**config.mk**
```make
export PLATFORM = sky130hd
export DESIGN_NAME = write_flush_buffer_path
export DESIGN_NICKNAME = d
export VERILOG_FILES = /design/src/flush_buffer_pkg.sv /design/src/write_flush_buffer_path.sv /design/src/word_fifo.sv
export SDC_FILE = /design/constraint.sdc
export NUM_CORES = 1
export LEC_CHECK = 0
export ABC_CLOCK_PERIOD_IN_PS = 5700
export BUFFER_PORTS_ARGS = -buffer_cell sky130_fd_sc_hd__buf_4
export CORE_MARGIN = 10
export CORE_UTILIZATION = 30
export DETAILED_ROUTE_END_ITERATION = 8
export PLACE_DENSITY = 0.47
export SLEW_MARGIN = 25
export SYNTH_ARGS = -nofsm -noshare
export SYNTH_HDL_FRONTEND = slang
export SYNTH_HIERARCHICAL = 1
export SYNTH_SLANG_ARGS = --single-unit
```
**constraint.sdc**
```tcl
create_clock -name clock_i -period 5.7 [get_ports clock_i]
set_clock_uncertainty 0.15 [all_clocks]
set_input_delay 1.14 -clock clock_i [delete_from_list [all_inputs] [get_ports clock_i]]
set_output_delay 1.14 -clock clock_i [all_outputs]
set_load 0.02 [all_outputs]
```
**src/flush_buffer_pkg.sv**
```systemverilog
package flush_buffer_pkg;

  // ----------------------------------------------------------------
  // Widths and depths
  // ----------------------------------------------------------------
  localparam int ENTRY_W       = 64;
  localparam int ADDR_W        = 32;
  localparam int BUS_W         = 32;
  localparam int ENTRY_DEPTH   = 4;
  localparam int FIFO_DEPTH    = 16;
  localparam int LINE_WORDS    = 8;
  localparam int BEAT_CNT_W    = 3;

  // ----------------------------------------------------------------
  // Write data pattern field
  // ----------------------------------------------------------------
  localparam logic PATTERN_FAST   = 1'b0;
  localparam logic PATTERN_GAPPED = 1'b1;
  localparam logic PATTERN_RESET  = PATTERN_FAST;

  // ----------------------------------------------------------------
  // Block kinds
  // ----------------------------------------------------------------
  localparam logic KIND_SINGLE = 1'b0;
  localparam logic KIND_BLOCK  = 1'b1;

  typedef enum logic [1:0] {
    ST_IDLE,
    ST_ADDR,
    ST_DATA,
    ST_GAP
  } bus_state_t;

endpackage : flush_buffer_pkg

```
**src/write_flush_buffer_path.sv**
```systemverilog
// Contract
// - Four pending 64-bit doubleword entries buffered
// - Loaded by uncached stores or dirty evictions
// - Stall pipeline on write while buffer full
// - Eight-word blocks sent as one transaction
// - 32-bit bus, no parity anywhere
// - Fast pattern one word per cycle, configurable
// - Cached stores update cache, written back later
// - Pattern field defaults only on power-on reset
module write_flush_buffer_path
  import flush_buffer_pkg::*;
#(
  parameter int ENTRIES = ENTRY_DEPTH,
  parameter int FDEPTH  = FIFO_DEPTH
) (
  input  wire logic              clock_i,
  input  wire logic              rst_i,
  input  wire logic              power_on_reset_input_i,
  input  wire logic              pattern_wr_i,
  input  wire logic              pattern_wdata_i,
  input  wire logic              uncached_store_i,
  input  wire logic              cached_store_i,
  input  wire logic [ADDR_W-1:0] store_addr_i,
  input  wire logic [ENTRY_W-1:0] store_data_i,
  input  wire logic              evict_valid_i,
  input  wire logic [ADDR_W-1:0] evict_addr_i,
  input  wire logic [ENTRY_W-1:0] evict_data_i,
  input  wire logic              evict_last_i,
  input  wire logic              bus_grant_i,
  output logic                   stall_o,
  output logic                   write_data_pattern_field_o,
  output logic                   bus_valid_o,
  output logic                   bus_addr_phase_o,
  output logic [BUS_W-1:0]       bus_ad_o,
  output logic                   bus_ad_oe_o,
  output logic                   bus_block_o,
  output logic                   bus_last_o,
  output logic [1:0]             pending_o
);

  // ----------------------------------------------------------------
  // Entry format: kind, address, doubleword, last flag
  // ----------------------------------------------------------------
  localparam int FW = 1 + ADDR_W + ENTRY_W + 1;
  localparam int CW = $clog2(ENTRIES + 1);

  logic           pattern_r;
  logic [CW-1:0]  entries_r;
  logic           stall_r;
  bus_state_t     state_r;
  bus_state_t     state_nxt;
  logic           half_r;
  logic [1:0]     pending_r;
  logic           valid_r;
  logic           addr_ph_r;
  logic [BUS_W-1:0] ad_r;
  logic           oe_r;
  logic           block_r;
  logic           last_r;

  logic           in_valid;
  logic           in_ready;
  logic [FW-1:0]  in_data;
  logic           out_valid;
  logic           out_ready;
  logic [FW-1:0]  out_data;
  logic           room;
  logic           write_req;
  logic           push;
  logic           pop;
  logic           head_kind;
  logic [ADDR_W-1:0] head_addr;
  logic [ENTRY_W-1:0] head_data;
  logic           head_last;
  logic [BUS_W-1:0] head_word;
  logic           entry_done;

  // ----------------------------------------------------------------
  // Configuration field
  // ----------------------------------------------------------------
  // Cold default only
  // Warm reset leaves the field as software set it.
  always_ff @(posedge clock_i) begin
    if (power_on_reset_input_i) begin
      pattern_r <= PATTERN_RESET;
    end else if (pattern_wr_i) begin
      pattern_r <= pattern_wdata_i;
    end
  end

  // ----------------------------------------------------------------
  // Filling side
  // ----------------------------------------------------------------
  // Two load sources
  // Cached stores bypass
  // Cached stores only touch the cache; they never enter here.
  assign write_req = uncached_store_i || evict_valid_i;
  assign in_valid  = write_req && room;
  assign in_data   = evict_valid_i ? {KIND_BLOCK, evict_addr_i, evict_data_i, evict_last_i}
                                   : {KIND_SINGLE, store_addr_i, store_data_i, 1'b1};
  assign room      = (entries_r != CW'(ENTRIES)) && in_ready && !stall_r;
  assign push      = in_valid;
  assign pop       = out_valid && out_ready;

  assign {head_kind, head_addr, head_data, head_last} = out_data;
  assign head_word  = half_r ? head_data[ENTRY_W-1:BUS_W] : head_data[BUS_W-1:0];
  assign entry_done = (state_r == ST_DATA) && half_r && bus_grant_i;
  assign out_ready  = entry_done;

  always_ff @(posedge clock_i) begin
    if (rst_i) begin
      entries_r <= '0;
    end else begin
      entries_r <= entries_r + CW'(push) - CW'(pop);
    end
  end

  // Interlock until empty
  // Holding until fully empty is coarse but keeps stores ordered simply.
  always_ff @(posedge clock_i) begin
    if (rst_i) begin
      stall_r <= 1'b0;
    end else if (stall_r) begin
      stall_r <= (entries_r != '0) || out_valid;
    end else begin
      stall_r <= write_req && !room;
    end
  end

  word_fifo #(
    .WIDTH (FW),
    .DEPTH (FDEPTH)
  ) u_fifo (
    .clock_i     (clock_i),
    .rst_i       (rst_i),
    .in_valid_i  (in_valid),
    .in_ready_o  (in_ready),
    .in_data_i   (in_data),
    .out_valid_o (out_valid),
    .out_ready_i (out_ready),
    .out_data_o  (out_data)
  );

  // ----------------------------------------------------------------
  // Bus sequencer
  // ----------------------------------------------------------------
  always_comb begin
    state_nxt = state_r;
    case (state_r)
      ST_IDLE: begin
        if (out_valid && bus_grant_i) begin
          state_nxt = ST_ADDR;
        end
      end
      ST_ADDR: begin
        if (bus_grant_i) begin
          state_nxt = ST_DATA;
        end
      end
      ST_DATA: begin
        if (entry_done) begin
          if (head_kind == KIND_BLOCK && !head_last) begin
            state_nxt = ST_DATA;
          end else begin
            state_nxt = ST_IDLE;
          end
        end else if (bus_grant_i && pattern_r == PATTERN_GAPPED) begin
          state_nxt = ST_GAP;
        end
      end
      ST_GAP: begin
        state_nxt = ST_DATA;
      end
      default: begin
        state_nxt = ST_IDLE;
      end
    endcase
  end

  always_ff @(posedge clock_i) begin
    if (rst_i) begin
      state_r <= ST_IDLE;
      half_r  <= 1'b0;
    end else begin
      state_r <= state_nxt;
      if (state_r == ST_ADDR) begin
        half_r <= 1'b0;
      end else if (state_r == ST_DATA && bus_grant_i) begin
        half_r <= !half_r;
      end
    end
  end

  // ----------------------------------------------------------------
  // Registered outputs
  // ----------------------------------------------------------------
  // Plain 32-bit, no parity
  always_ff @(posedge clock_i) begin
    if (rst_i) begin
      valid_r   <= 1'b0;
      addr_ph_r <= 1'b0;
      ad_r      <= '0;
      oe_r      <= 1'b0;
      block_r   <= 1'b0;
      last_r    <= 1'b0;
      pending_r <= 2'h0;
    end else begin
      pending_r <= {stall_r, out_valid};
      valid_r   <= (state_r == ST_ADDR || state_r == ST_DATA) && bus_grant_i;
      addr_ph_r <= (state_r == ST_ADDR) && bus_grant_i;
      ad_r      <= (state_r == ST_ADDR) ? head_addr : head_word;
      oe_r      <= state_r != ST_IDLE;
      block_r   <= head_kind;
      last_r    <= entry_done && head_last;
    end
  end

  assign stall_o                    = stall_r;
  assign write_data_pattern_field_o = pattern_r;
  assign bus_valid_o                = valid_r;
  assign bus_addr_phase_o           = addr_ph_r;
  assign bus_ad_o                   = ad_r;
  assign bus_ad_oe_o                = oe_r;
  assign bus_block_o                = block_r;
  assign bus_last_o                 = last_r;
  assign pending_o                  = pending_r;
endmodule : write_flush_buffer_path

```
**src/word_fifo.sv**
```systemverilog
module word_fifo #(
  parameter int WIDTH = 32,
  parameter int DEPTH = 16
) (
  input  wire logic             clock_i,
  input  wire logic             rst_i,
  input  wire logic             in_valid_i,
  output logic                  in_ready_o,
  input  wire logic [WIDTH-1:0] in_data_i,
  output logic                  out_valid_o,
  input  wire logic             out_ready_i,
  output logic      [WIDTH-1:0] out_data_o
);

  localparam int PW = $clog2(DEPTH);

  logic [WIDTH-1:0] mem_r [DEPTH];
  logic [PW-1:0]    wptr_r;
  logic [PW-1:0]    rptr_r;
  logic [PW:0]      count_r;
  logic             push;
  logic             pop;

  assign in_ready_o  = (count_r != (PW+1)'(DEPTH));
  assign out_valid_o = (count_r != '0);
  assign out_data_o  = mem_r[rptr_r];
  assign push        = in_valid_i && in_ready_o;
  assign pop         = out_valid_o && out_ready_i;

  always_ff @(posedge clock_i) begin
    if (push) begin
      mem_r[wptr_r] <= in_data_i;
    end
  end

  always_ff @(posedge clock_i) begin
    if (rst_i) begin
      wptr_r  <= '0;
      rptr_r  <= '0;
      count_r <= '0;
    end else begin
      if (push) begin
        wptr_r <= (wptr_r == PW'(DEPTH - 1)) ? '0 : wptr_r + PW'(1);
      end
      if (pop) begin
        rptr_r <= (rptr_r == PW'(DEPTH - 1)) ? '0 : rptr_r + PW'(1);
      end
      count_r <= count_r + (PW+1)'(push) - (PW+1)'(pop);
    end
  end
endmodule : word_fifo

```
==> flow_metrics.env, run 1 <==
export IMPL_layout_common_cells="edfxtp_1 (1,568), mux4_2 (392), buf_4 (295)"
export IMPL_die_area_mm2=0.227
export IMPL_p_seq_share_pct=50.4
export IMPL_tightestPinTransition_ns=0.998
export IMPL_num_rows=167
export IMPL_synth_edf_count=1568
export IMPL_port_buffers=241
export IMPL_clock_fmax_ghz=0.248
export IMPL_p_switching_mw=7.35
export IMPL_synth_largest_area_cell="edfxtp_1"
export IMPL_p_per_area_mw_per_mm2=390
export IMPL_critPathArrivalTime_ns=4.32
export IMPL_min_from="power_on_reset_input_i"
export IMPL_syn_nets=3071
export IMPL_placed_area_mm2=0.0684
export IMPL_final_common_cell="edfxtp_1"
export IMPL_overflow=0
export IMPL_final_area_mm2=0.0737
export IMPL_setup_viol_count_final=0
export IMPL_hold_depth=2
export IMPL_cts_buffers=171
export IMPL_synth_warnings=6
export IMPL_crit_fanout=36
export IMPL_routabilityCongestion=0.703
export IMPL_io_pins=243
export IMPL_syn_inst=2849
export IMPL_dp_cells=5813
export IMPL_hpwl_um=93700
export IMPL_core_area_mm2=0.207
export IMPL_fin_setup_tns_ns=0
export IMPL_post_cts_buffers=0
export IMPL_drtIter0Drc=2525
export IMPL_numClockSinks=1632
export IMPL_slew_viol_final=0
export IMPL_power_share_clock_pct=36.7
export IMPL_rsz0062_at_grt="no"
export IMPL_multiInputGateArea_mm2=0.0135
export IMPL_timing_rr_start="u_fifo/count_r[2]"
export IMPL_fin_cells=6127
export IMPL_layout_drive_gt1_share_pct=32.1
export IMPL_grt_pass1_vias=32000
export IMPL_p_int_mw=21.4
export IMPL_nets=3420
export IMPL_dieWidth_um=477
export IMPL_relSlewSlack_pct=31.6
export IMPL_cp_data_required_time_ns=6.00
export IMPL_cap_viol_max_count=0
export IMPL_cts_buffer_depth=3
export IMPL_power_mw=28.8
export IMPL_post_route_util_pct=35.5
export IMPL_end_kind="register"
export IMPL_hold_viol_final=0
export IMPL_cts_hold_buf=0
export IMPL_synth_top_area_share_pct=75.2
export IMPL_first_pass_iters=5
export IMPL_initial_core_util_pct=30.2
export IMPL_track_usage_pct=14.5
export IMPL_post_route_drc_count=0
export IMPL_wl_per_cell_um=27.5
export IMPL_p_comb_share_pct=12.9
export IMPL_vias_per_cell=4.91
export IMPL_routed_wl_um=169000
export IMPL_synth_flop_cell="edfxtp_1"
export IMPL_syn_to_final_growth_pct=17.7
export IMPL_synth_cell_types=44
export IMPL_die_h_um=477
export IMPL_cts_root_buf="clkbuf_16"
export IMPL_clk_transition_reported_paths_ns=0.06
export IMPL_status="finished clean"
export IMPL_ir_drop_uv=332
export IMPL_min_period_ns=4.03
export IMPL_switching_share_pct=25.6
export IMPL_ys_ff_latch=1632
export IMPL_syn_area_mm2=0.0626
export IMPL_postSynth_asyncResetShare_pct=0
export IMPL_grt_max_degree=99
export IMPL_htree_levels=4
export IMPL_post_cts_resized=0
export IMPL_fill_cells=19200
export IMPL_regArea_mm2=0.0484
export IMPL_reg2reg_to="u_fifo/mem_r[1][53]"
export IMPL_grt_first_pass_wirelength_um=239000
export IMPL_critPathLaunchType="register"
export IMPL_p_leak_nw=22.8
export IMPL_cts_tree="done"
export IMPL_syn_avg_cell_area_um2=22.0
export IMPL_r2r_slack_ns=1.67
export IMPL_clock_latency_ns=0.80
export IMPL_holdPathEnd="write_data_pattern_field_o"
export IMPL_vias=30100
export IMPL_hp_class="input port to register"
export IMPL_synth_top_cells_by_area="edfxtp_1 (75%), mux4_2 (14%), a22oi_1 (2.3%)"
export IMPL_reg2reg_depth=9
export IMPL_ant_nets=0
export IMPL_antenna_found_initial=5
export IMPL_yosysSeqAreaShare_pct=77.2
export IMPL_min_period_over_period_pct=70.7
export IMPL_critPathKind="register to register"
## metal layers
layer	track usage, %	wire (um)
met5	0	0
met4	3.72	3860
met3	2.42	7720
met2	23.4	80700
met1	20.2	76300
## per-stage QoR
stage	hold WS, ns	setup WS (ns)
4_1_cts	0.263	1.69
5_1_grt	0.284	1.39
6_report	0.336	1.67
3_5_place_dp	0.330	1.22
3_3_place_gp	0.331	1.27
2_1_floorplan	0.313	0.297
## kinds of logic (layout without fill, tap and decap cells)
kind of cell | Yosys count | after routing | synth area share, %
flops | 1632 | 1632 | 77.2
mux | 521 | 521 | 16.3
compound gates | 253 | 253 | 2.85
simple gates | 237 | 237 | 1.67
buf+inv | 179 | 665 | 1.39
fa+ha+maj | 20 | 20 | 0.424
xor+xnor | 7 | 7 | 0.0979
other cells | 0 | 4 | 0
## sequential cells by signal (all words and copies together), names as in the netlist, named ones only
name	cells
pending_o	2
bus_valid_o	1
half_r	1
u_fifo/wptr_r	4
bus_ad_o	32
bus_last_o	1
entries_r	3
state_r	2
u_fifo/count_r	5
u_fifo/mem_r	1568
write_data_pattern_field_o	1
bus_ad_oe_o	1
bus_addr_phase_o	1
u_fifo/rptr_r	4
stall_o	1
bus_block_o	1
## critical path: stages, from the launching register on
cell       delay [ns]
dfxtp_1          0.34
inv_1            0.06
ha_1             0.21
nand4bb_1        0.23
o31ai_1          0.14
nor3_1           0.53
nand2_1          0.34
nor3_1           0.42
and2_4           0.78
buf_4            0.47
## synthesized netlist by cell type, types with 15 or more instances
cell      number
edfxtp_1    1568
mux4_2       392
a22oi_1      196
nand2_1      105
mux2_2        96
nor2_1        76
dfxtp_1       64
clkbuf_1      59
a21oi_1       44
buf_4         38
mux2i_1       33
buf_2         31
buf_1         29
inv_1         19
ha_1          18
and2_1        15
## area by class of cell
| class | count | area share (%) |
|---|---|---|
| diodes | 4 | 0.0136 |
| inverters | 19 | 0.0967 |
| well taps | 2788 | 4.73 |
| clock buffers | 234 | 6.25 |
| flip-flops and latches | 1632 | 65.6 |
| clock inverters | 76 | 0.913 |
| multi-input cells | 1038 | 18.3 |
| repair buffers | 336 | 4.10 |
## worst max-delay path by stage
| stage | from | to | slack (ns) | depth (start not counted) |
|---|---|---|---|---|
| finish | u_fifo/count_r[2] | u_fifo/mem_r[1][53] | 1.67 | 9 |
| global route | u_fifo/count_r[2] | u_fifo/mem_r[1][53] | 1.39 | 9 |
| CTS | u_fifo/count_r[2] | u_fifo/mem_r[1][53] | 1.69 | 9 |
| detailed placement | evict_valid_i | u_fifo/mem_r[1][37] | 1.22 | 7 |
| global placement | evict_valid_i | u_fifo/mem_r[1][50] | 1.27 | 7 |
| floorplan | evict_valid_i | u_fifo/mem_r[10][0] | 0.30 | 7 |
## power by group through the flow
stage                     clock network, mW  logic (mW)  registers (mW)
after floorplan                           0        1.78            14.9
after global placement                    0        3.80            14.7
after detailed placement                  0        3.80            14.7
after CTS                              10.9        3.81            14.5
after global routing                   11.4        4.00            14.6
final                                  10.6        3.71            14.5
(Power assumes the default switching activity.)
==> run 2, diff against run 1 <==
--- a/config.mk
+++ b/config.mk
@@ -5,12 +5,13 @@
 export SDC_FILE = /design/constraint.sdc
 export NUM_CORES = 1
 export LEC_CHECK = 0
-export ABC_CLOCK_PERIOD_IN_PS = 5700
+export ABC_AREA = 1
+export ABC_CLOCK_PERIOD_IN_PS = 4100
 export BUFFER_PORTS_ARGS = -buffer_cell sky130_fd_sc_hd__buf_4
 export CORE_MARGIN = 10
 export CORE_UTILIZATION = 30
 export DETAILED_ROUTE_END_ITERATION = 8
-export PLACE_DENSITY = 0.47
+export PLACE_DENSITY = 0.45
 export SLEW_MARGIN = 25
 export SYNTH_ARGS = -nofsm -noshare
 export SYNTH_HDL_FRONTEND = slang
==> constraint.sdc (replaced) <==
create_clock -name clock_i -period 4.1 [get_ports clock_i]
set_clock_uncertainty 0.15 [all_clocks]
set_input_delay 0.82 -clock clock_i [delete_from_list [all_inputs] [get_ports clock_i]]
set_output_delay 0.82 -clock clock_i [all_outputs]
set_load 0.02 [all_outputs]
==> flow_metrics.env, run 2 <==
export IMPL_relSlewSlack_pct=40.6
export IMPL_startpoint="u_fifo/count_r[2]"
export IMPL_drtIter0Drc=3371
export IMPL_synth_top_cells_by_area="edfxtp_1 (68%), nand2_1 (10%), nand3_1 (6.6%)"
export IMPL_first_pass_iters=7
export IMPL_htree_levels=4
export IMPL_post_route_drc_count=0
export IMPL_regArea_mm2=0.0484
export IMPL_final_area_mm2=0.0809
export IMPL_ys_ff_latch=1632
export IMPL_cts_buffers=183
export IMPL_cp_data_required_time_ns=4.40
export IMPL_cts_buffer_depth=3
export IMPL_hp_class="input port to register"
export IMPL_multiInputGateArea_mm2=0.0173
export IMPL_synth_largest_area_cell="edfxtp_1"
export IMPL_initial_core_util_pct=30.1
export IMPL_synth_top_area_share_pct=67.9
export IMPL_fin_setup_tns_ns=0
export IMPL_layout_common_cells="nand2_1 (1,903), edfxtp_1 (1,568), nand3_1 (919)"
export IMPL_cts_root_buf="clkbuf_16"
export IMPL_vias_per_cell=4.63
export IMPL_ant_nets=0
export IMPL_status="finished clean"
export IMPL_ir_drop_uv=431
export IMPL_slew_viol_final=0
export IMPL_reg2reg_depth=11
export IMPL_rsz0062_at_grt="no"
export IMPL_min_from="power_on_reset_input_i"
export IMPL_tightestPinTransition_ns=0.891
export IMPL_cpPeakStageDelay_ns=0.50
export IMPL_synth_edf_count=1568
export IMPL_vias=44900
export IMPL_reg2reg_to="u_fifo/mem_r[13][94]"
export IMPL_min_period_over_period_pct=81.3
export IMPL_post_cts_buffers=0
export IMPL_critPathTopFamily="simple AND/OR/NAND/NOR gates"
export IMPL_num_rows=176
export IMPL_cap_viol_max_count=0
export IMPL_dp_cells=9360
export IMPL_routabilityCongestion=0.776
export IMPL_postSynth_asyncResetShare_pct=0
export IMPL_p_leak_nw=30.9
export IMPL_fin_ws_ns=0.766
export IMPL_grt_max_degree=149
export IMPL_syn_to_final_growth_pct=16.6
export IMPL_fin_cells=9689
export IMPL_end_kind="register"
export IMPL_critPathArrivalTime_ns=3.64
export IMPL_holdPathEnd="write_data_pattern_field_o"
export IMPL_io_pins=243
export IMPL_post_cts_resized=0
export IMPL_numClockSinks=1632
export IMPL_synth_cell_types=30
export IMPL_crit_fanout=19
export IMPL_clk_transition_reported_paths_ns=0.06
export IMPL_top_register="u_fifo/mem_r"
export IMPL_track_usage_pct=16.5
export IMPL_synth_flop_cell="edfxtp_1"
export IMPL_largest_reg_flops=1568
export IMPL_post_route_util_pct=35.1
export IMPL_syn_area_mm2=0.0694
export IMPL_synth_common_cells="nand2_1 (1,903), edfxtp_1 (1,568), nand3_1 (919), inv_1 (517), nor2_1 (458)"
export IMPL_clock_fmax_ghz=0.300
export IMPL_routed_wl_um=212000
export IMPL_hold_depth=2
export IMPL_dp_slack_ns=0.707
export IMPL_port_buffers=241
export IMPL_nets=6741
export IMPL_synth_warnings=6
export IMPL_yosysMostFrequentCell="nand2_1"
export IMPL_dieWidth_um=501
export IMPL_wl_per_cell_um=21.9
export IMPL_yosysSeqAreaShare_pct=69.7
export IMPL_cts_tree="done"
export IMPL_r2r_slack_ns=0.77
export IMPL_antenna_found_initial=6
export IMPL_final_common_cell="nand2_1"
export IMPL_layout_drive_gt1_share_pct=12.2
export IMPL_critPathBufInv=4
export IMPL_fill_cells=22700
export IMPL_cts_hold_buf=0
export IMPL_syn_nets=6512
export IMPL_critPathLaunchType="register"
export IMPL_timing_rr_start="u_fifo/count_r[2]"
export IMPL_min_period_ns=3.33
export IMPL_hpwl_um=117000
export IMPL_grt_first_pass_wirelength_um=308000
export IMPL_syn_inst=6290
export IMPL_setup_viol_count_final=0
export IMPL_slowest_stage="buf_4"
export IMPL_placed_area_mm2=0.0752
export IMPL_cp_cell_sequence="inv_1 > ha_1 > nand3_1 > nand3_1 > nor2_1 > buf_4 > nand2_1 > inv_1 > nand2_1 > nor2_4 > buf_4"
export IMPL_p_per_area_mw_per_mm2=516
export IMPL_hold_viol_final=0
export IMPL_overflow=0
export IMPL_critPathKind="register to register"
export IMPL_core_area_mm2=0.230
export IMPL_die_area_mm2=0.251
export IMPL_die_h_um=501
export IMPL_clock_latency_ns=0.82
export IMPL_syn_avg_cell_area_um2=11.0
export IMPL_grt_pass1_vias=43900
## run 2: stage by stage
step	hold slack, ns	total power, mW
finish	0.121	41.7
global route	0.0761	43.5
CTS	0.0489	42.3
detailed placement	0.331	26.6
global placement	0.336	26.6
floorplan	0.314	23.6
## run 2: power by group
group	internal, mW	switching [mW]	leakage, nW
Clock	8.90	6.69	2.74
Combinational	1.69	4.22	13.5
Sequential	19.9	0.361	14.7
Total	30.5	11.3	30.9
## run 2: how the worst max path moves through the flow
stage	to	slack [ns]	cells after the start
global route	u_fifo/mem_r[13][2]	0.53	11
floorplan	u_fifo/mem_r[0][0]	-0.78	8
finish	u_fifo/mem_r[13][94]	0.77	11
detailed placement	u_fifo/mem_r[13][94]	0.71	9
global placement	u_fifo/mem_r[13][94]	0.71	9
CTS	u_fifo/mem_r[13][94]	0.77	11
## run 2: layout make-up
type / instances / area share, %
inverter: 522 / 2.46
timing repair buffer: 395 / 4.63
tap: 3026 / 4.68
sequential: 1632 / 59.8
antenna: 2 / 0.00619
clock inverter: 78 / 0.806
clock buffer: 249 / 6.17
multi-input combinational: 3785 / 21.4
## run 2: worst register-to-register path: stages, from the launching register on
cell	delay (ns)
dfxtp_1	0.33
inv_1	0.07
ha_1	0.23
nand3_1	0.20
nand3_1	0.12
nor2_1	0.11
buf_4	0.14
nand2_1	0.20
inv_1	0.20
nand2_1	0.26
nor2_4	0.46
buf_4	0.50
## run 2: logic make-up (layout without fill, tap and decap cells)
kind of cell	after synthesis	in the layout	share of synthesized area [%]
other cells	0	2	0
xor+xnor	4	4	0.0505
buf+inv	873	1244	5.48
mux	129	129	2.03
simple gates	3481	3481	21.2
fa+ha+maj	20	20	0.382
compound gates	151	151	1.09
flops	1632	1632	69.7
## run 2: metal layers
layer | vias to the layer above | wire, um | GRT usage [%]
li1 | 21500 | - | -
met1 | 22200 | 95900 | 22.1
met5 | - | 0 | 0
met2 | 982 | 102000 | 27.7
met4 | 0 | 6060 | 4.99
met3 | 251 | 8570 | 2.21
